$ cat src/lcd_port_pkg.sv
// constants, field layouts and carrier types of the lcd driver write port
// assumes one 50 MHz system clock; the oscillator arrives as a sampled pin
package lcd_port_pkg;

   // ---------------------------------------------------------------
   // clock and processing time, in oscillator clocks
   // ---------------------------------------------------------------
   localparam int CLK_HZ = 50_000_000;
   localparam int SYNC_STAGES = 2;
   localparam logic [3:0] PROC_DISPLAY_CLOCKS = 4'hA; // inside 9.5 .. 10.5
   localparam logic [3:0] PROC_OTHER_CLOCKS = 4'h3;   // inside 2.5 .. 3.5

   // ---------------------------------------------------------------
   // command layout, first byte (or first two nibbles) forms byte0, the rest byte1
   // ---------------------------------------------------------------
   localparam int TYPE_LO = 6;                // kind field, bits 7:6 of byte0
   localparam logic [1:0] TYPE_DISPLAY = 2'h0;
   localparam logic [1:0] TYPE_BIT = 2'h1;
   localparam logic [1:0] TYPE_MODE = 2'h2;
   localparam logic [1:0] TYPE_SKIP = 2'h3;   // one-item instruction
   localparam int ADDR_W = 6;                 // digit or segment address
   localparam int BIT_VALUE_POS = 7;          // bit value inside byte1
   localparam int COM_LO = 0;                 // common address, byte1 1:0
   localparam int MODE_DISP_LO = 6;
   localparam int MODE_DRIVE_LO = 4;
   localparam int MODE_OFF_POS = 1;
   localparam int MODE_READY_POS = 0;

   // ---------------------------------------------------------------
   // drive mode encoding and reset values
   // ---------------------------------------------------------------
   localparam logic [1:0] DRIVE_STATIC = 2'h0;
   localparam logic [1:0] DRIVE_HALF = 2'h1;
   localparam logic [1:0] DRIVE_THIRD = 2'h2;
   localparam logic [1:0] DRIVE_QUARTER = 2'h3;
   localparam logic RST_LCD_OFF = 1'h1;
   localparam logic RST_READY_FREE = 1'h0;
   localparam logic [1:0] RST_DRIVE = 2'h0;

   typedef enum logic [1:0] {KIND_DISPLAY, KIND_BIT, KIND_MODE} cmd_kind_t;

   // assembled command on its way to the executor
   typedef struct packed {
      cmd_kind_t kind;
      logic [7:0] byte0;
      logic [7:0] byte1;
   } cmd_t;

   // write towards the display memory
   typedef struct packed {
      logic bit_op;       // 1: single bit, 0: whole digit pattern
      logic [7:0] addr;   // digit address, or {common, segment}
      logic [7:0] data;   // pattern, or value in bit 0
   } ram_wr_t;

endpackage

$ cat src/cmd_skid_buffer.sv
// two-entry valid/ready buffer for assembled commands
// assumes both sides on the same clock; the drain side may stall freely
`timescale 1ns/1ns
module cmd_skid_buffer #(
   parameter int WIDTH = 18,
   parameter int DEPTH = 2
) (
   input wire logic clock_i,
   input wire logic rst_b_i,
   input wire logic [WIDTH-1:0] in_data_i,
   input wire logic in_valid_i,
   output logic in_ready_o,
   output logic [WIDTH-1:0] out_data_o,
   output logic out_valid_o,
   input wire logic out_ready_i
);

   // ---------------------------------------------------------------
   // storage and pointers
   // ---------------------------------------------------------------
   initial begin
      if (DEPTH != 2 || WIDTH < 1) begin
         $error("cmd_skid_buffer: only two entries of nonzero width");
      end
   end

   logic [WIDTH-1:0] mem_r [DEPTH];
   logic wr_ptr_r;
   logic rd_ptr_r;
   logic [1:0] count_r;
   logic push;
   logic pop;

   // full and empty come straight from the occupancy count
   assign in_ready_o = (count_r != 2'h2);
   assign out_valid_o = (count_r != 2'h0);
   assign out_data_o = mem_r[rd_ptr_r];
   assign push = in_valid_i && in_ready_o;
   assign pop = out_valid_o && out_ready_i;

   // entry storage has no reset, it is only read while counted valid
   always_ff @(posedge clock_i) begin
      if (push) begin
         mem_r[wr_ptr_r] <= in_data_i;
      end
   end

   // pointers and count
   always_ff @(posedge clock_i) begin
      if (!rst_b_i) begin
         wr_ptr_r <= 1'h0;
         rd_ptr_r <= 1'h0;
         count_r <= 2'h0;
      end else begin
         if (push) begin
            wr_ptr_r <= !wr_ptr_r;
         end
         if (pop) begin
            rd_ptr_r <= !rd_ptr_r;
         end
         count_r <= count_r + {1'h0, push} - {1'h0, pop};
      end
   end

endmodule

$ cat src/lcd_write_port.sv
// write-only host port of a segment lcd driver: framing, mode latch, ready
// assumes the host pins and the oscillator pin are asynchronous to clock_i
//
// Contract
// - 4-bit bit command writes one addressed bit
// - blanking bit 1 is off; sync sets it
// - gated ready low only with select and clear
// - free ready low whenever processing
// - 4-bit first nibble 11 is skipped
// - 8-bit commands are two counted bytes
// - select plus clear low resets the count
// - 8-bit resync by repeated skip bytes
// - 4-bit commands are four counted nibbles
// - 4-bit resync by repeated skip nibbles
// - static RAM style select, strobe, data
// - ready unsettled briefly after first mode write
// - sync gives ready mode a defined value
// - standby stops drive and oscillator
// - standby keeps memory and mode settings
// - standby suspends processing, resumes after release
// - sync holds drive timing in reset
// - ready low while processing, writes refused; gated ready stays high without select and clear
// - bit and mode processing three clocks
// - drive field 00 static to 11 quarter
`timescale 1ns/1ns
module lcd_write_port #(
   parameter bit NIBBLE_PORT = 1'b0   // 0: two bytes, 1: four nibbles
) (
   input wire logic clock_i,
   input wire logic rst_b_i,
   input wire logic cs_b_i,
   input wire logic we_b_i,
   input wire logic sequence_clear_low_b_i,
   input wire logic [7:0] data_i,
   input wire logic standby_request_i,
   input wire logic sync_i,
   input wire logic osc_clock_input_i,
   input wire logic ram_ready_i,
   output logic ready_o,
   output logic lcd_off_o,
   output logic lcd_drive_en_o,
   output logic osc_run_o,
   output logic timing_reset_o,
   output logic ready_free_o,
   output logic [1:0] drive_mode_o,
   output logic [1:0] display_mode_o,
   output logic [2:0] commons_o,
   output logic [1:0] sequence_pos_o,
   output logic ram_wr_valid_o,
   output lcd_port_pkg::ram_wr_t ram_wr_o
);
   import lcd_port_pkg::*;

   initial begin
      if (NIBBLE_PORT !== 1'b0 && NIBBLE_PORT !== 1'b1) begin
         $error("lcd_write_port: NIBBLE_PORT must be 0 or 1");
      end
   end

   // ---------------------------------------------------------------
   // helpers
   // ---------------------------------------------------------------
   // number of common lines for a drive mode code
   function automatic logic [2:0] duty_commons(input logic [1:0] mode);
      case (mode)
         DRIVE_STATIC: duty_commons = 3'h1;
         DRIVE_HALF: duty_commons = 3'h2;
         DRIVE_THIRD: duty_commons = 3'h3;
         DRIVE_QUARTER: duty_commons = 3'h4;
         default: duty_commons = 3'h1;
      endcase
   endfunction

   // kind field of an incoming item, taken from its top two bits
   function automatic logic [1:0] item_type(input logic [7:0] d);
      item_type = NIBBLE_PORT ? d[3:2] : d[7:6];
   endfunction

   // ---------------------------------------------------------------
   // pin synchronisers
   // ---------------------------------------------------------------
   localparam int PIN_W = 14;
   logic [PIN_W-1:0] pins_raw;
   logic [PIN_W-1:0] pins_s1;
   logic [PIN_W-1:0] pins_s2;
   localparam logic [PIN_W-1:0] PINS_IDLE = 14'h3800; // select, strobe and clear high

   assign pins_raw = {cs_b_i, we_b_i, sequence_clear_low_b_i, standby_request_i,
                      sync_i, osc_clock_input_i, data_i};

   // two stages on every pin; only the second stage is ever looked at
   always_ff @(posedge clock_i) begin
      if (!rst_b_i) begin
         pins_s1 <= PINS_IDLE;
         pins_s2 <= PINS_IDLE;
      end else begin
         pins_s1 <= pins_raw;
         pins_s2 <= pins_s1;
      end
   end

   logic cs_b_s;
   logic we_b_s;
   logic clr_b_s;
   logic standby_s;
   logic sync_s;
   logic osc_s;
   logic [7:0] data_s;
   assign {cs_b_s, we_b_s, clr_b_s, standby_s, sync_s, osc_s, data_s} = pins_s2;

   // ---------------------------------------------------------------
   // edge detection of strobe and oscillator
   // ---------------------------------------------------------------
   logic we_b_prev_r;
   logic osc_prev_r;
   always_ff @(posedge clock_i) begin
      if (!rst_b_i) begin
         we_b_prev_r <= 1'h1;
         osc_prev_r <= 1'h0;
      end else begin
         we_b_prev_r <= we_b_s;
         osc_prev_r <= osc_s;
      end
   end

   logic we_rise;
   logic osc_tick;
   logic seq_clear;
   // data is latched on the rising strobe edge while selected
   assign we_rise = we_b_s && !we_b_prev_r && !cs_b_s;
   // a halted oscillator gives no ticks, so processing freezes
   assign osc_tick = osc_s && !osc_prev_r && !standby_s;
   assign seq_clear = !cs_b_s && !clr_b_s;

   // ---------------------------------------------------------------
   // sequence counter and item assembly
   // ---------------------------------------------------------------
   logic busy;
   logic take;
   logic last_item;
   logic skip_item;
   logic [1:0] pos_r;
   logic [1:0] pos_nxt;
   logic [15:0] asm_r;
   logic [15:0] asm_nxt;
   logic [1:0] last_pos;
   logic push_valid;
   logic buf_in_ready;
   cmd_t push_cmd;

   assign last_pos = NIBBLE_PORT ? 2'h3 : 2'h1;
   // busy or standby strobes are dropped without touching the count
   assign take = we_rise && !busy && !standby_s && !seq_clear;
   // a leading skip item leaves the count at the first position
   assign skip_item = (pos_r == 2'h0) && (item_type(data_s) == TYPE_SKIP);
   assign last_item = (pos_r == last_pos);
   // only the count tells the items apart
   assign asm_nxt = NIBBLE_PORT ? {asm_r[11:0], data_s[3:0]} : {asm_r[7:0], data_s};

   // next count: clear wins, then a counted item moves it on
   always_comb begin
      pos_nxt = pos_r;
      if (seq_clear) begin
         pos_nxt = 2'h0; // display data untouched
      end else if (take && !skip_item) begin
         pos_nxt = last_item ? 2'h0 : pos_r + 2'h1;
      end
   end

   always_ff @(posedge clock_i) begin
      if (!rst_b_i) begin
         pos_r <= 2'h0;
      end else begin
         pos_r <= pos_nxt;
      end
   end

   // item shift register; a command is always sixteen bits wide
   always_ff @(posedge clock_i) begin
      if (!rst_b_i) begin
         asm_r <= 16'h0000;
      end else if (take && !skip_item) begin
         asm_r <= asm_nxt;
      end
   end

   // complete command goes straight into the buffer
   always_comb begin
      push_cmd.byte0 = asm_nxt[15:8];
      push_cmd.byte1 = asm_nxt[7:0];
      case (asm_nxt[8+TYPE_LO+:2])
         TYPE_DISPLAY: push_cmd.kind = KIND_DISPLAY;
         TYPE_BIT: push_cmd.kind = KIND_BIT;
         default: push_cmd.kind = KIND_MODE;
      endcase
   end
   assign push_valid = take && !skip_item && last_item;

   // ---------------------------------------------------------------
   // command buffer
   // ---------------------------------------------------------------
   localparam int CMD_W = $bits(cmd_t);
   logic buf_out_valid;
   logic buf_out_ready;
   cmd_t buf_out_data;

   cmd_skid_buffer #(
      .WIDTH(CMD_W),
      .DEPTH(2)
   ) u_cmd_buf (
      .clock_i(clock_i),
      .rst_b_i(rst_b_i),
      .in_data_i(push_cmd),
      .in_valid_i(push_valid),
      .in_ready_o(buf_in_ready),
      .out_data_o(buf_out_data),
      .out_valid_o(buf_out_valid),
      .out_ready_i(buf_out_ready)
   );

   // ---------------------------------------------------------------
   // executor: timed processing, then memory write or mode load
   // ---------------------------------------------------------------
   typedef enum logic [1:0] {EX_IDLE, EX_PROC, EX_STORE} ex_state_t;
   ex_state_t ex_state_r;
   cmd_t cur_r;
   logic [3:0] ticks_r;
   logic mode_load;
   logic proc_done;

   assign buf_out_ready = (ex_state_r == EX_IDLE);
   assign proc_done = (ex_state_r == EX_PROC) && osc_tick && (ticks_r == 4'h1);
   assign mode_load = proc_done && (cur_r.kind == KIND_MODE);
   // full buffer also counts as busy, so back-pressure reaches the host
   assign busy = buf_out_valid || (ex_state_r != EX_IDLE) || !buf_in_ready;

   always_ff @(posedge clock_i) begin
      if (!rst_b_i) begin
         ex_state_r <= EX_IDLE;
         cur_r <= '0;
         ticks_r <= 4'h0;
      end else begin
         case (ex_state_r)
            EX_IDLE: begin
               if (buf_out_valid) begin
                  cur_r <= buf_out_data;
                  // digit writes take longer than bit and mode commands
                  ticks_r <= (buf_out_data.kind == KIND_DISPLAY) ?
                             PROC_DISPLAY_CLOCKS : PROC_OTHER_CLOCKS;
                  ex_state_r <= EX_PROC;
               end
            end
            EX_PROC: begin
               if (osc_tick) begin
                  ticks_r <= ticks_r - 4'h1;
               end
               if (proc_done) begin
                  ex_state_r <= (cur_r.kind == KIND_MODE) ? EX_IDLE : EX_STORE;
               end
            end
            EX_STORE: begin
               // memory writes are held off during standby
               if (ram_ready_i && !standby_s) begin
                  ex_state_r <= EX_IDLE;
               end
            end
            default: ex_state_r <= EX_IDLE;
         endcase
      end
   end

   // memory write: digit pattern, or a single bit at its segment
   always_comb begin
      ram_wr_o.bit_op = (cur_r.kind == KIND_BIT);
      ram_wr_o.data = cur_r.byte1;
      ram_wr_o.addr = {2'h0, cur_r.byte0[ADDR_W-1:0]};
      if (cur_r.kind == KIND_BIT) begin
         ram_wr_o.data = {7'h00, cur_r.byte1[BIT_VALUE_POS]};
         // the nibble port has no common address
         ram_wr_o.addr = {NIBBLE_PORT ? 2'h0 : cur_r.byte1[COM_LO+:2],
                          cur_r.byte0[ADDR_W-1:0]};
      end
   end
   assign ram_wr_valid_o = (ex_state_r == EX_STORE) && !standby_s;

   // ---------------------------------------------------------------
   // mode latch
   // ---------------------------------------------------------------
   logic lcd_off_r;
   logic ready_free_r;
   logic [1:0] drive_mode_r;
   logic [1:0] display_mode_r;

   // sync wins over a mode load; reset values keep ready defined
   always_ff @(posedge clock_i) begin
      if (!rst_b_i) begin
         lcd_off_r <= RST_LCD_OFF;
         ready_free_r <= RST_READY_FREE;
         drive_mode_r <= RST_DRIVE;
         display_mode_r <= RST_DRIVE;
      end else if (sync_s) begin
         lcd_off_r <= 1'h1;
         ready_free_r <= 1'h0;
      end else if (mode_load) begin
         lcd_off_r <= cur_r.byte1[MODE_OFF_POS];
         ready_free_r <= cur_r.byte1[MODE_READY_POS];
         // the nibble port only carries the two flag bits
         if (!NIBBLE_PORT) begin
            drive_mode_r <= cur_r.byte1[MODE_DRIVE_LO+:2];
            display_mode_r <= cur_r.byte1[MODE_DISP_LO+:2];
         end
      end
   end

   // ---------------------------------------------------------------
   // outputs
   // ---------------------------------------------------------------
   // gated mode pulls ready low only under select and clear
   assign ready_o = !(busy && (ready_free_r || seq_clear));
   assign lcd_off_o = lcd_off_r;
   assign lcd_drive_en_o = !lcd_off_r && !standby_s;
   assign osc_run_o = !standby_s;
   assign timing_reset_o = sync_s;
   assign ready_free_o = ready_free_r;
   assign drive_mode_o = drive_mode_r;
   assign display_mode_o = display_mode_r;
   assign commons_o = duty_commons(drive_mode_r);
   assign sequence_pos_o = pos_r;

   logic [3:0] seen_ticks_r;
   always_ff @(posedge clock_i) begin
      if (!rst_b_i || ex_state_r != EX_PROC) begin
         seen_ticks_r <= 4'h0;
      end else if (osc_tick) begin
         seen_ticks_r <= seen_ticks_r + 4'h1;
      end
   end
endmodule

$ cat config.mk
export PLATFORM = sky130hd
export DESIGN_NAME = lcd_write_port
export DESIGN_NICKNAME = d
export VERILOG_FILES = /design/src/lcd_port_pkg.sv /design/src/cmd_skid_buffer.sv /design/src/lcd_write_port.sv
export SDC_FILE = /design/constraint.sdc
export NUM_CORES = 1
export LEC_CHECK = 0
export BUFFER_PORTS_ARGS = -buffer_cell sky130_fd_sc_hd__buf_4
export CORE_UTILIZATION = 30
export CTS_CLUSTER_DIAMETER = 150
export DETAILED_ROUTE_END_ITERATION = 6
export HOLD_SLACK_MARGIN = 0.05
export PLACE_DENSITY = 0.58
export REMOVE_ABC_BUFFERS = 1
export SKIP_CTS_REPAIR_TIMING = 1
export SYNTH_ARGS = -nofsm -noshare
export SYNTH_HDL_FRONTEND = slang
export SYNTH_SLANG_ARGS = --single-unit
export TNS_END_PERCENT = 10
$ cat constraint.sdc
create_clock -name clock_i -period 3.7 [get_ports clock_i]
set_input_delay 0.74 -clock clock_i [delete_from_list [all_inputs] [get_ports clock_i]]
set_output_delay 0.74 -clock clock_i [all_outputs]
set_load 0.02 [all_outputs]
==> Yosys cells after proc, flatten, opt, wreduce, memory -nomap -nowiden <==
Memory sizes are Yosys's and may differ from the RTL's. A register that Yosys moved wholly into a read port is not among the register bits.
Index checks and enable logic that the tools add are counted.
{ "word_totals": {"register_bits": 72, "ram_bits": 36, "inputBits": 17, "word_cells": 108, "n_memories": 1} }
{ "mem_list": {"columns": ["memory", "words", "width", "rd", "rd_ports_with_merged_regs", "wr", "line", "text"], "rows": [
  ["u_cmd_buf.mem_r", 2, 18, 1, 1, 1, "cmd_skid_buffer.sv:27", "logic [WIDTH-1:0] mem_r [DEPTH];"]
]} }
{ "op_classes": {"n_addsub": 4, "eq_ne": 16, "mux": 17, "n_bitwise": 2, "reduce_logical": 50} }
{ "ops": {"columns": ["op", "n"], "rows": [
  ["1-bit logical AND", 20],
  ["16-bit two-way mux", 1],
  ["1-bit logical NOT", 13],
  ["4-bit two-way mux", 3],
  ["3-bit case mux with 4 select lines", 1],
  ["2-bit by 1-bit equality test with 1-bit output, second input constant", 5],
  ["2-bit equality test, second input constant", 5],
  ["2-bit logical NOT", 5],
  ["2-bit two-way mux", 5],
  ["2-bit inequality test, second input constant", 5],
  ["4-bit case mux with 2 select lines", 1],
  ["2-bit case mux with 3 select lines", 1],
  ["3-bit AND reduction", 2],
  ["2-bit nonzero test", 3],
  ["4-bit by 1-bit equality test with 1-bit output, second input constant", 1],
  ["1-bit two-way mux", 4],
  ["2-bit case mux with 2 select lines", 1],
  ["2-bit AND reduction", 2],
  ["2-bit OR reduction", 2],
  ["4-bit by 1-bit subtractor with 4-bit output, second input constant", 1],
  ["1-bit logical OR", 3],
  ["2-bit by 1-bit adder with 2-bit output", 1],
  ["2-bit by 1-bit adder with 2-bit output, second input constant", 1],
  ["1-bit NOT", 2],
  ["2-bit by 1-bit subtractor with 2-bit output", 1]
]} }

==> Longest topological paths before layout <==
Gate-level depths: netlist (run 1).
{ "depth": {"ltp_word": 12, "depth_mapped": 9, "mapped_depth_nobuf": 8} }

==> Modules after synthesis <==
From an unflattened synthesis (run 1), not the netlist that was laid out.
{ "unflattened": {"hier_cells": 358, "hier_area_um2": 4182.8} }
{ "modules_own_cells": {"columns": ["mod", "instances", "cells_per_inst", "area_per_inst_um2", "seq_area_each_um2"], "rows": [
  ["lcd_write_port", 1, 272, 2622.5, 1361.3],
  ["cmd_skid_buffer", 1, 86, 1560.2, 1181.1]
]} }

==> Worst setup path after synthesis (run 1) <==
Ideal clock, no wire load.
{ "synth_path": {"path_type": "register -> register", "from": "reg ex_state_r[1]", "to": "mem u_cmd_buf.mem_r[1][0] (enable)", "setup_time_ps": 374, "arrival_ps": 2225, "slack_ps": 1102, "path_stages_with_launch": 5, "synth_period_minus_slack_ps": 2598, "path_cell_list": "dfxtp_1 or4_4 nor4_4 and4b_4 and2_1"} }
{ "synth_between": {"elab_chain_cells": 12} }
{ "synth_rtl": {"columns": ["item", "line", "text"], "rows": [
  ["start, declared", "lcd_write_port.sv:225", "ex_state_t ex_state_r;"],
  ["start signal, assigned", "lcd_write_port.sv:258", "ex_state_r <= (cur_r.kind == KIND_MODE) ? EX_IDLE : EX_STORE;"],
  ["2-bit nonzero test", "lcd_write_port.sv:235", "assign busy = buf_out_valid || (ex_state_r != EX_IDLE) || !buf_in_ready;"],
  ["1-bit logical OR (2 in series)", "lcd_write_port.sv:235", null],
  ["1-bit logical NOT", "lcd_write_port.sv:153", "assign take = we_rise && !busy && !standby_s && !seq_clear;"],
  ["1-bit logical AND (3 in series)", "lcd_write_port.sv:153", null],
  ["1-bit logical AND (2 in series)", "lcd_write_port.sv:197", "assign push_valid = take && !skip_item && last_item;"],
  ["1-bit logical AND", "cmd_skid_buffer.sv:38", "assign push = in_valid_i && in_ready_o;"],
  ["1-bit two-way mux", "cmd_skid_buffer.sv:43", "if (push) begin"],
  ["1-bit two-way mux (implied by the code)", "cmd_skid_buffer.sv:44", "mem_r[wr_ptr_r] <= in_data_i;"],
  ["end, declared", "cmd_skid_buffer.sv:27", null]
]} }
No other way between the ends.

==> Final worst setup path (run 1) <==
{ "layout_path": {"from": "reg ex_state_r[1]", "to": "mem u_cmd_buf.mem_r[1][5] (enable)"} }
The elaborated chain is that of the path after synthesis.

==> metrics.md, run 1 <==
| Metric | Value |
|---|---|
| Mean post-synth cell area | `11.70 sq um` |
| Non-Filler Instances | `552` |
| CTS buffer count | `9` |
| Max Slew Vio Count | `0` |
| Worst R2R Setup Slack | `1.04 ns` |
| PwrDens | `735.9 nW/um^2` |
| H-tree levels | `3` |
| Endpoints failing setup | `0` |
| ANT cells | `0` |
| Clk sinks | `105` |
| Worst-skew pair later-pin latency | `0.35 ns` |
| Share of layout cells above drive strength 1 | `20.53%` |
| Global Route Usage Sum | `11.45%` |
| Worst Skew | `0.005642 ns` |
| Critical Path RT | `3.68 ns` |
| Number of global-route vias before repair | `2,221` |
| Worst-margin pin slew | `0.7326 ns` |
| Crit. End Element | `flip-flop` |
| Initial Util | `30.88%` |
| Number of synthesized flops with an enable pin | `32` |
| Leading area contributor after synthesis | `dfxtp_1` |
| CTS root buffer | `clkbuf_16` |
| Yosys warns | `0` |
| Status | `finished clean` |
| Synth Flop Type | `dfxtp_1` |
| Clock Pin Slew Worst Setup and Hold Paths | `0.07 ns` |
| GP Congestion | `0.7549` |
| Critical R2R Launch | `ex_state_r[1]` |
| Synth-to-layout area growth | `23.05%` |
| Synth area leaders | `dfxtp_1, edfxtp_1, mux2i_1, and2_1, nor2_1` |
| Commonest non-fill, non-tap cell in the layout | `dfxtp_1` |
| RSZ-0062 raised after global routing | `false` |
| Worst setup path class | `reg -> reg` |
| Crit path max fanout | `16` |
| Hold Crit Start | `pins_s1[11]` |
| DRT Pass-1 Iters | `4` |
| WL/cell | `12.69 um` |
| Die ar. | `13,450 sq um` |
| First-pass GRT wire length | `11,470 um` |
| Commonest non-fill, non-tap cells in the layout | `dfxtp_1, buf_4, nor2_1` |
| Register area share after synthesis | `62.15%` |
| Cell count after placement | `536` |
| Synthesized flop and latch total | `105` |
| Io pins | `50` |
| Post-synth top area share | `37.50%` |
| DRT iter0 DRCs | `81` |
| Min-delay worst type | `reg -> reg` |
| Row Count | `41` |
| Post-DR vias/cell | `4.239` |
| Async SR Flop Fraction | `0%` |
| Crit Reg-Reg Endpoint | `u_cmd_buf.mem_r[1][5]` |
| CORE AREA | `12,620 sq um` |
| Initial antenna violation count | `0` |
| Max IR drop VDD | `0.2982 mV` |
| Max Buffers Root-to-Sink | `2` |
| Routed WL | `7005 um` |
| DRC errors left | `0` |
| Antenna Nets Post-Route | `0` |
| Synth Instances | `333` |
| Remaining Overflow, GRT | `0` |
| Leak Pwr | `0.001813 uW` |
| Max-cap viol count | `0` |
| Worst R2R Path Depth | `5` |
| Final cycle utilization of the critical path | `71.78%` |
| Overall die width | `116.0 um` |
| Min Tclk post-route | `2.656 ns` |
| Setup TNS | `0 ns` |
| Count of cell types in the netlist | `43` |
| Worst hold stages | `1` |
| FILL cells | `1,241` |
| Post-Syn Area | `3897 sq um` |
| Via count | `2,340` |
| CP Launch Type | `flip-flop` |
| Rel. slew slack | `51.16%` |
| Fmax | `376.5 MHz` |
| Hold EP | `pins_s2[11]` |
| Fin nets | `399` |
| Post-DP HPWL | `4695 um` |
| CTS tree | `yes` |
| Largest net degree at the start of global routing | `45` |
| WP data arrival | `2.63 ns` |
| Number of port buffers | `49` |
| Final Hold Fails | `0` |
| Die height | `116.0 um` |
-- power breakdown --
group          leakage (uW)  internal, uW  switching (uW)
clock              0.000186           798             411
combinational      0.000734           391             498
sequential         0.000894          1320             107
-- per-layer routing --
layer	vias to the layer above	global-route usage, %	share of wire, %
met5	-	0	0
met1	1068	14.88	48
met2	43	17.34	46
li1	1220	-	-
met4	0	6.923	2.4
met3	9	2.615	4.0
-- flip-flops by register name, summed over array words and instances, names as in the netlist, 4 cells and up, named ones only --
| signal | flops |
|---|---|
| pins_s2 | 14 |
| asm_r | 8 |
| u_cmd_buf.mem_r | 32 |
| cur_r | 16 |
| ticks_r | 4 |
| pins_s1 | 14 |
-- cell type report --
class	instances	area [sq um]	share of cell area, %
flip-flops and latches	105	2422	50.51
well taps	172	215.2	4.487
clock buffers	9	225.2	4.696
inverters	10	37.54	0.7827
clock inverters	7	166.4	3.470
multi-input cells	197	1339	27.92
repair buffers	52	390.4	8.140
-- worst max-delay path: stages (launching register included) --
cell	delay, ns
dfxtp_1	0.35
or4_4	0.58
nor4_4	0.22
buf_4	0.24
and4b_4	0.27
and2_1	0.61
-- metrics by stage --
step | hold slack (ns) | setup WS [ns] | utilization, % | total power (uW) | cell area (sq um)
after CTS | 0.4103 | 1.024 | 38.00 | 3573 | 4796
final | 0.4102 | 1.044 | 38.00 | 3529 | 4796
after floorplan | 0.3863 | 0.8421 | - | 2041 | 3796
after detailed placement | 0.3940 | 1.031 | 34.90 | 2361 | 4404
after global placement | 0.3944 | 1.080 | 34.90 | 2343 | 4404
after global routing | 0.4337 | 0.9095 | 38.00 | 3728 | 4796
-- kinds of logic (layout without fill, tap and decap cells) --
group,Yosys count,after routing,share of synthesized area (%)
flops,105,105,62.15
compound gates,32,32,5.811
buf+inv,31,78,3.563
fa+ha+maj,7,7,2.247
mux,29,29,7.448
xor+xnor,4,4,0.8990
simple gates,125,125,17.88
-- cells in the mapped netlist (2+ instances only) --
| cell type | instances |
|---|---|
| edfxtp_1 | 32 |
| or2_2 | 2 |
| ha_1 | 7 |
| and2_1 | 33 |
| nor2b_1 | 3 |
| o21ai_0 | 4 |
| or3_1 | 3 |
| mux2i_1 | 29 |
| buf_4 | 6 |
| xnor2_1 | 2 |
| xor2_1 | 2 |
| a21oi_1 | 4 |
| and2b_1 | 2 |
| o22ai_1 | 2 |
| nand2b_1 | 10 |
| nor3_1 | 6 |
| inv_1 | 9 |
| a211oi_1 | 17 |
| nor2_1 | 38 |
| clkbuf_1 | 14 |
| dfxtp_1 | 73 |
| nand2_1 | 14 |
-- how the worst max path moves through the flow --
stage / from / end / cells past startpoint
3_3_place_gp: ex_state_r[1] / u_cmd_buf.mem_r[1][5] / 5
4_1_cts: ex_state_r[1] / u_cmd_buf.mem_r[1][13] / 5
3_5_place_dp: ex_state_r[1] / u_cmd_buf.mem_r[1][13] / 5
2_1_floorplan: ex_state_r[1] / u_cmd_buf.count_r[1] / 8
5_1_grt: ex_state_r[1] / u_cmd_buf.mem_r[1][13] / 5
6_report: ex_state_r[1] / u_cmd_buf.mem_r[1][5] / 5
Power figures use the tool's default switching activity.
==> inputs of run 2 (changes only) <==
- clock period: 3.7 -> 2.6 ns (I/O delays scaled with it)
==> run 2 against run 1 <==
Effect of this change:
- die area is the same
- combinational power grew 46%
- cell area shrank 1.4%
- non-clock buffer count grew 6
- highest routed layer unchanged
==> metrics.md, run 2 (synthesis results as in run 1) <==
| Metric | Value |
|---|---|
| Max IR drop VDD | `0.2729 mV (-8.5%)` |
| Min Tclk post-route | `2.144 ns (-0.5120 ns)` |
| DRC errors left | `0 (unchanged)` |
| Io pins | `50 (unchanged)` |
| Fin nets | `405 (+1.5%)` |
| Worst R2R Setup Slack | `0.46 ns (-0.59 ns)` |
| Min-delay worst type | `in -> reg` |
| Pwr Total | `4582 uW (+30%)` |
| Final Hold Fails | `0 (unchanged)` |
| PwrDens | `969.3 nW/um^2 (+32%)` |
| Fmax | `466.4 MHz (+24%)` |
| DRT Pass-1 Iters | `4 (unchanged)` |
| Antenna Nets Post-Route | `0 (unchanged)` |
| Worst Path Buf+Inv | `0 (-1)` |
| Sw frac | `32.28% (+3.5 points)` |
| Global Route Usage Sum | `11.89% (+0.44 points)` |
| Non-Filler Instances | `557 (+0.91%)` |
| Clock Pin Slew Worst Setup and Hold Paths | `0.07 ns (about the same)` |
| First-pass GRT wire length | `11,670 um (+1.7%)` |
| CTS root buffer | `clkbuf_16` |
| GP Congestion | `0.7508 (-0.54%)` |
| Biggest register | `u_cmd_buf.mem_r` |
| Crit. End Element | `flip-flop` |
| Number of global-route vias before repair | `2,322 (+4.5%)` |
| Routed WL | `7335 um (+4.7%)` |
| WP data arrival | `2.36 ns (-0.27 ns)` |
| H-tree levels | `3 (unchanged)` |
| Post-DP HPWL | `5035 um (+7.2%)` |
| Critical Path RT | `2.81 ns (-0.87 ns)` |
| Critical path's slowest cell | `or4_4` |
| Worst setup path class | `reg -> reg` |
| Final Instance Area | `4727 sq um (-1.4%)` |
| Row Count | `41 (unchanged)` |
| Number of port buffers | `49 (unchanged)` |
| Remaining Overflow, GRT | `0 (unchanged)` |
| Worst-margin pin slew | `0.5526 ns (-0.1800 ns)` |
| Endpoints failing setup | `0 (unchanged)` |
| Top flop regs | `u_cmd_buf.mem_r x32, cur_r x16` |
| Die ar. | `13,450 sq um (unchanged)` |
| CORE AREA | `12,620 sq um (unchanged)` |
| Final cycle utilization of the critical path | `82.46% (+11 points)` |
| Commonest non-fill, non-tap cell in the layout | `dfxtp_1` |
| Setup TNS | `0 ns (unchanged)` |
| Worst Skew | `0.007646 ns (+0.002004 ns)` |
| Max Buffers Root-to-Sink | `2 (unchanged)` |
| Initial antenna violation count | `0 (unchanged)` |
| CTS buffer count | `9 (unchanged)` |
| Post-DR vias/cell | `4.363 (+2.9%)` |
| Clk sinks | `105 (unchanged)` |
| Internal | `3103 uW (+23%)` |
| WL/cell | `13.17 um (+3.8%)` |
| Share of layout cells above drive strength 1 | `21.56% (+1.0 points)` |
| Part of the power in the clock network | `27.7% (-6.6 points)` |
| Overall die width | `116.0 um (unchanged)` |
| Slowest Stage Delay on Critical Path | `0.58 ns (-0.03 ns)` |
| Placed Area | `4449 sq um (+1.0%)` |
| ANT cells | `0 (unchanged)` |
| DRT iter0 DRCs | `83 (+2.5%)` |
| Largest net degree at the start of global routing | `44 (-2.2%)` |
| Via count | `2,430 (+3.8%)` |
| Status | `finished clean` |
| Net Sw Power | `1479 uW (+46%)` |
| Leak Pwr | `0.001795 uW (-1.0%)` |
| Synth-to-layout area growth | `21.28%` |
| Max Slew Vio Count | `0 (unchanged)` |
| Die height | `116.0 um (unchanged)` |
| Max reg flops | `32 (unchanged)` |
| Sequential share of power | `44.0% (+3.4 points)` |
| Crit-path cells | `or4_4, nor4_4, and4b_4, ha_1, xor2_1, xnor2_1, nor2_1` |
| Final hold slack | `0.3547 ns (-0.05548 ns)` |
| Crit path max-delay family | `simple AND/OR/NAND/NOR gates` |
| Initial Util | `30.88% (unchanged)` |
| Max-cap viol count | `0 (unchanged)` |
| CP Launch Type | `flip-flop` |
| RSZ-0062 raised after global routing | `false` |
| Crit path max fanout | `6 (-10)` |
| CTS tree | `yes` |
| Comb pwr share | `28.3% (+3.1 points)` |
| Rel. slew slack | `62.64% (+11 points)` |
| Commonest non-fill, non-tap cells in the layout | `dfxtp_1, buf_4, nor2_1` |
| Cell count after placement | `542 (+1.1%)` |
| Worst-skew pair later-pin latency | `0.34 ns (about the same)` |
-- run 2: final timing paths --
kind	from	depth (start not counted)	end
max reg2reg	ex_state_r[1]	7	u_cmd_buf.count_r[1]
max	ex_state_r[1]	7	u_cmd_buf.count_r[1]
min	sequence_clear_low_b_i	2	pins_s1[11]
min reg2reg	pins_s1[13]	1	pins_s2[13]
-- run 2: layout make-up --
cell class | count | area (sq um)
Clock inverter | 6 | 52.55
Tap cell | 172 | 215.2
Clock buffer | 9 | 225.2
Sequential cell | 105 | 2422
Inverter | 10 | 37.54
Multi-Input combinational cell | 197 | 1339
Fill cell | 1267 | 7893
Timing Repair Buffer | 58 | 435.4
-- run 2: stage by stage --
stage / utilization (%) / setup WS, ns
4_1_cts: 37.46 / 0.4161
2_1_floorplan: - / -0.2579
3_3_place_gp: 35.26 / 0.5168
6_report: 37.46 / 0.4560
5_1_grt: 37.46 / 0.3085
3_5_place_dp: 35.26 / 0.4605
-- run 2: power by group through the flow --
stage / logic, uW / registers (uW) / clock network (uW)
after global routing: 1420 / 2050 / 1380
after CTS: 1310 / 2020 / 1310
after global placement: 1290 / 2050 / 0
after floorplan: 784 / 2120 / 0
after detailed placement: 1310 / 2060 / 0
final: 1300 / 2020 / 1270
-- run 2: metal layers --
| layer | track usage (%) | vias to the layer above | routed length (um) |
|---|---|---|---|
| met1 | 14.53 | 1132 | 3494 |
| met3 | 2.772 | 11 | 252 |
| li1 | - | 1237 | - |
| met2 | 18.93 | 50 | 3404 |
| met4 | 7.521 | 0 | 183 |
| met5 | 0 | - | 0 |
==> inputs of run 3 (changes only) <==
- PLACE_DENSITY: 0.58 -> 0.6
- clock period: 2.6 -> 1.9 ns (I/O delays scaled with it)
==> run 3 against run 2 <==
Effect of this change:
- critical path type unchanged
- via count shrank 0.74%
- total power grew 40%
- worst setup slack lost 0.54 ns
- combinational power grew 48%
- wire length shrank 0.93%
- sequential cell count is the same
- clock skew grew 0.00084 ns
- the run now ends with negative setup slack left
- clock power grew 35%
- sequential power grew 36%
- worst hold slack lost 0.14 ns
- non-clock buffer count grew 11
==> metrics.md, run 3 (synthesis results as in run 1) <==
| Metric | Value |
|---|---|
| Fin nets | `416 (+2.7%)` |
| Crit. End Element | `flip-flop` |
| Max-cap viol count | `0 (unchanged)` |
| Io pins | `50 (unchanged)` |
| Met2 Usage GRT | `19.48% (+0.56 points)` |
| Global Route Usage Sum | `11.48% (-0.41 points)` |
| Largest net degree at the start of global routing | `36 (-18%)` |
| Min Tclk post-route | `1.983 ns (-0.1610 ns)` |
| M1 GR Usage | `13.70% (-0.83 points)` |
| Final hold slack | `0.2189 ns (-0.1358 ns)` |
| Met3 usage | `2.040% (-0.73 points)` |
| First-pass GRT wire length | `11,560 um (-0.94%)` |
| Crit Reg-Reg Endpoint | `u_cmd_buf.mem_r[0][13]` |
| Worst Skew | `0.008489 ns (+0.0008432 ns)` |
| Cell count after placement | `551 (+1.7%)` |
| Worst Setup EP | `u_cmd_buf.mem_r[0][13]` |
| CTS root buffer | `clkbuf_16` |
| Critical Path RT | `1.95 ns (-0.86 ns)` |
| Top flop regs | `u_cmd_buf.mem_r x32, cur_r x16` |
| Most heavily used metal layer in global routing | `met2` |
| CP Launch Point | `u_cmd_buf.count_r[1]` |
| Max IR drop VDD | `0.4363 mV (+60%)` |
| Leak Pwr | `0.001863 uW (+3.8%)` |
| ANT cells | `0 (unchanged)` |
| Via count | `2,412 (-0.74%)` |
| WL/cell | `12.77 um (-3.0%)` |
| Non-Filler Instances | `569 (+2.2%)` |
| Biggest register | `u_cmd_buf.mem_r` |
| Die ar. | `13,450 sq um (unchanged)` |
| Post-DR vias/cell | `4.239 (-2.8%)` |
| Worst R2R Path Depth | `5 (-2)` |
| Max Buffers Root-to-Sink | `2 (unchanged)` |
| Setup TNS | `-2.372 ns (-2.372 ns)` |
| Die height | `116.0 um (unchanged)` |
| Min-delay worst type | `in -> reg` |
| Clock Pin Slew Worst Setup and Hold Paths | `0.07 ns (about the same)` |
| Failing checks | `negative setup slack` |
| Row Count | `41 (unchanged)` |
| Endpoints failing setup | `34 (+34)` |
| PwrDens | `1313 nW/um^2 (+35%)` |
| Initial Util | `30.88% (unchanged)` |
| Pwr Total | `6398 uW (+40%)` |
| Worst-margin pin slew | `0.3549 ns (-0.1977 ns)` |
| Number of port buffers | `49 (unchanged)` |
| Status | `finished with violations` |
| Final Hold Fails | `0 (unchanged)` |
| Remaining Overflow, GRT | `0 (unchanged)` |
| WP data arrival | `2.03 ns (-0.33 ns)` |
| Synth-to-layout area growth | `25.04%` |
| CTS tree | `yes` |
| Final core utilization | `38.62% (+1.2 points)` |
| Final cycle utilization of the critical path | `104.4% (+22 points)` |
| Worst-skew pair later-pin latency | `0.34 ns (about the same)` |
| Max reg flops | `32 (unchanged)` |
| Crit path max fanout | `16 (+10)` |
| Commonest non-fill, non-tap cells in the layout | `dfxtp_1, buf_4, nor2_1` |
| Antenna Nets Post-Route | `0 (unchanged)` |
| RSZ-0062 raised after global routing | `true` |
| FILL cells | `1,254 (-1.0%)` |
| CP Launch Type | `flip-flop` |
| Initial antenna violation count | `0 (unchanged)` |
| Share of layout cells above drive strength 1 | `24.43% (+2.9 points)` |
| CORE AREA | `12,620 sq um (unchanged)` |
| Worst setup path class | `reg -> reg` |
| Clk sinks | `105 (unchanged)` |
| Worst R2R Setup Slack | `-0.08 ns (-0.54 ns)` |
| Final WS setup | `-0.08299 ns (-0.5390 ns)` |
| Rel. slew slack | `76.34% (+14 points)` |
| Commonest non-fill, non-tap cell in the layout | `dfxtp_1` |
| GP Congestion | `0.7594 (+1.1%)` |
| Number of global-route vias before repair | `2,396 (+3.2%)` |
| Routed WL | `7267 um (-0.93%)` |
| CTS buffer count | `9 (unchanged)` |
| DRT iter0 DRCs | `77 (-7.2%)` |
| Overall die width | `116.0 um (unchanged)` |
| H-tree levels | `3 (unchanged)` |
| DRT Pass-1 Iters | `4 (unchanged)` |
| Critical R2R Launch | `u_cmd_buf.count_r[1]` |
| Max Slew Vio Count | `0 (unchanged)` |
| DRC errors left | `0 (unchanged)` |
| Post-DP HPWL | `5007 um (-0.56%)` |
| Fmax | `504.3 MHz (+8.1%)` |
[run 3: worst min-delay path by stage]
stage / slack [ns] / from / cells past startpoint / end
after floorplan: 0.39 / pins_s1[11] / 1 / pins_s2[11]
after global placement: 0.39 / pins_s1[12] / 1 / pins_s2[12]
after detailed placement: 0.40 / pins_s1[11] / 1 / pins_s2[11]
after CTS: 0.21 / we_b_i / 2 / pins_s1[12]
after global routing: 0.22 / we_b_i / 2 / pins_s1[12]
final: 0.22 / we_b_i / 2 / pins_s1[12]
[run 3: layout make-up]
class	instances	area (sq um)	area share [%]
Inverter	10	37.54	0.7702
Clock inverter	7	53.80	1.104
Multi-Input combinational cell	197	1354	27.78
Timing Repair Buffer	69	564.3	11.58
Tap cell	172	215.2	4.416
Sequential cell	105	2424	49.73
Clock buffer	9	225.2	4.621
[run 3: report_power, final]
part / internal, uW / total, uW / switching [uW]
Clock: 900 / 1720 / 823
Sequential: 2580 / 2750 / 171
Combinational: 867 / 1930 / 1060
Total: 4350 / 6400 / 2050
[run 3: metrics by stage]
stage	setup slack [ns]	area, sq um
floorplan	-0.9579	3796
global placement	-0.1499	4542
detailed placement	-0.1719	4542
CTS	-0.1886	4821
global route	-0.1659	4873
finish	-0.08299	4873
[run 3: layer usage]
layer  routed length (um)  vias up
met5                    0        -
met4                  169        0
met3                  199       11
met2                 3580       37
li1                     -     1250
met1                 3317     1114
[run 3: worst max-delay path: stages (launching register included)]
cell	delay (ns)
dfxtp_1	0.31
or4_4	0.56
nor4_4	0.18
and4b_4	0.31
and2b_1	0.17
buf_12	0.16
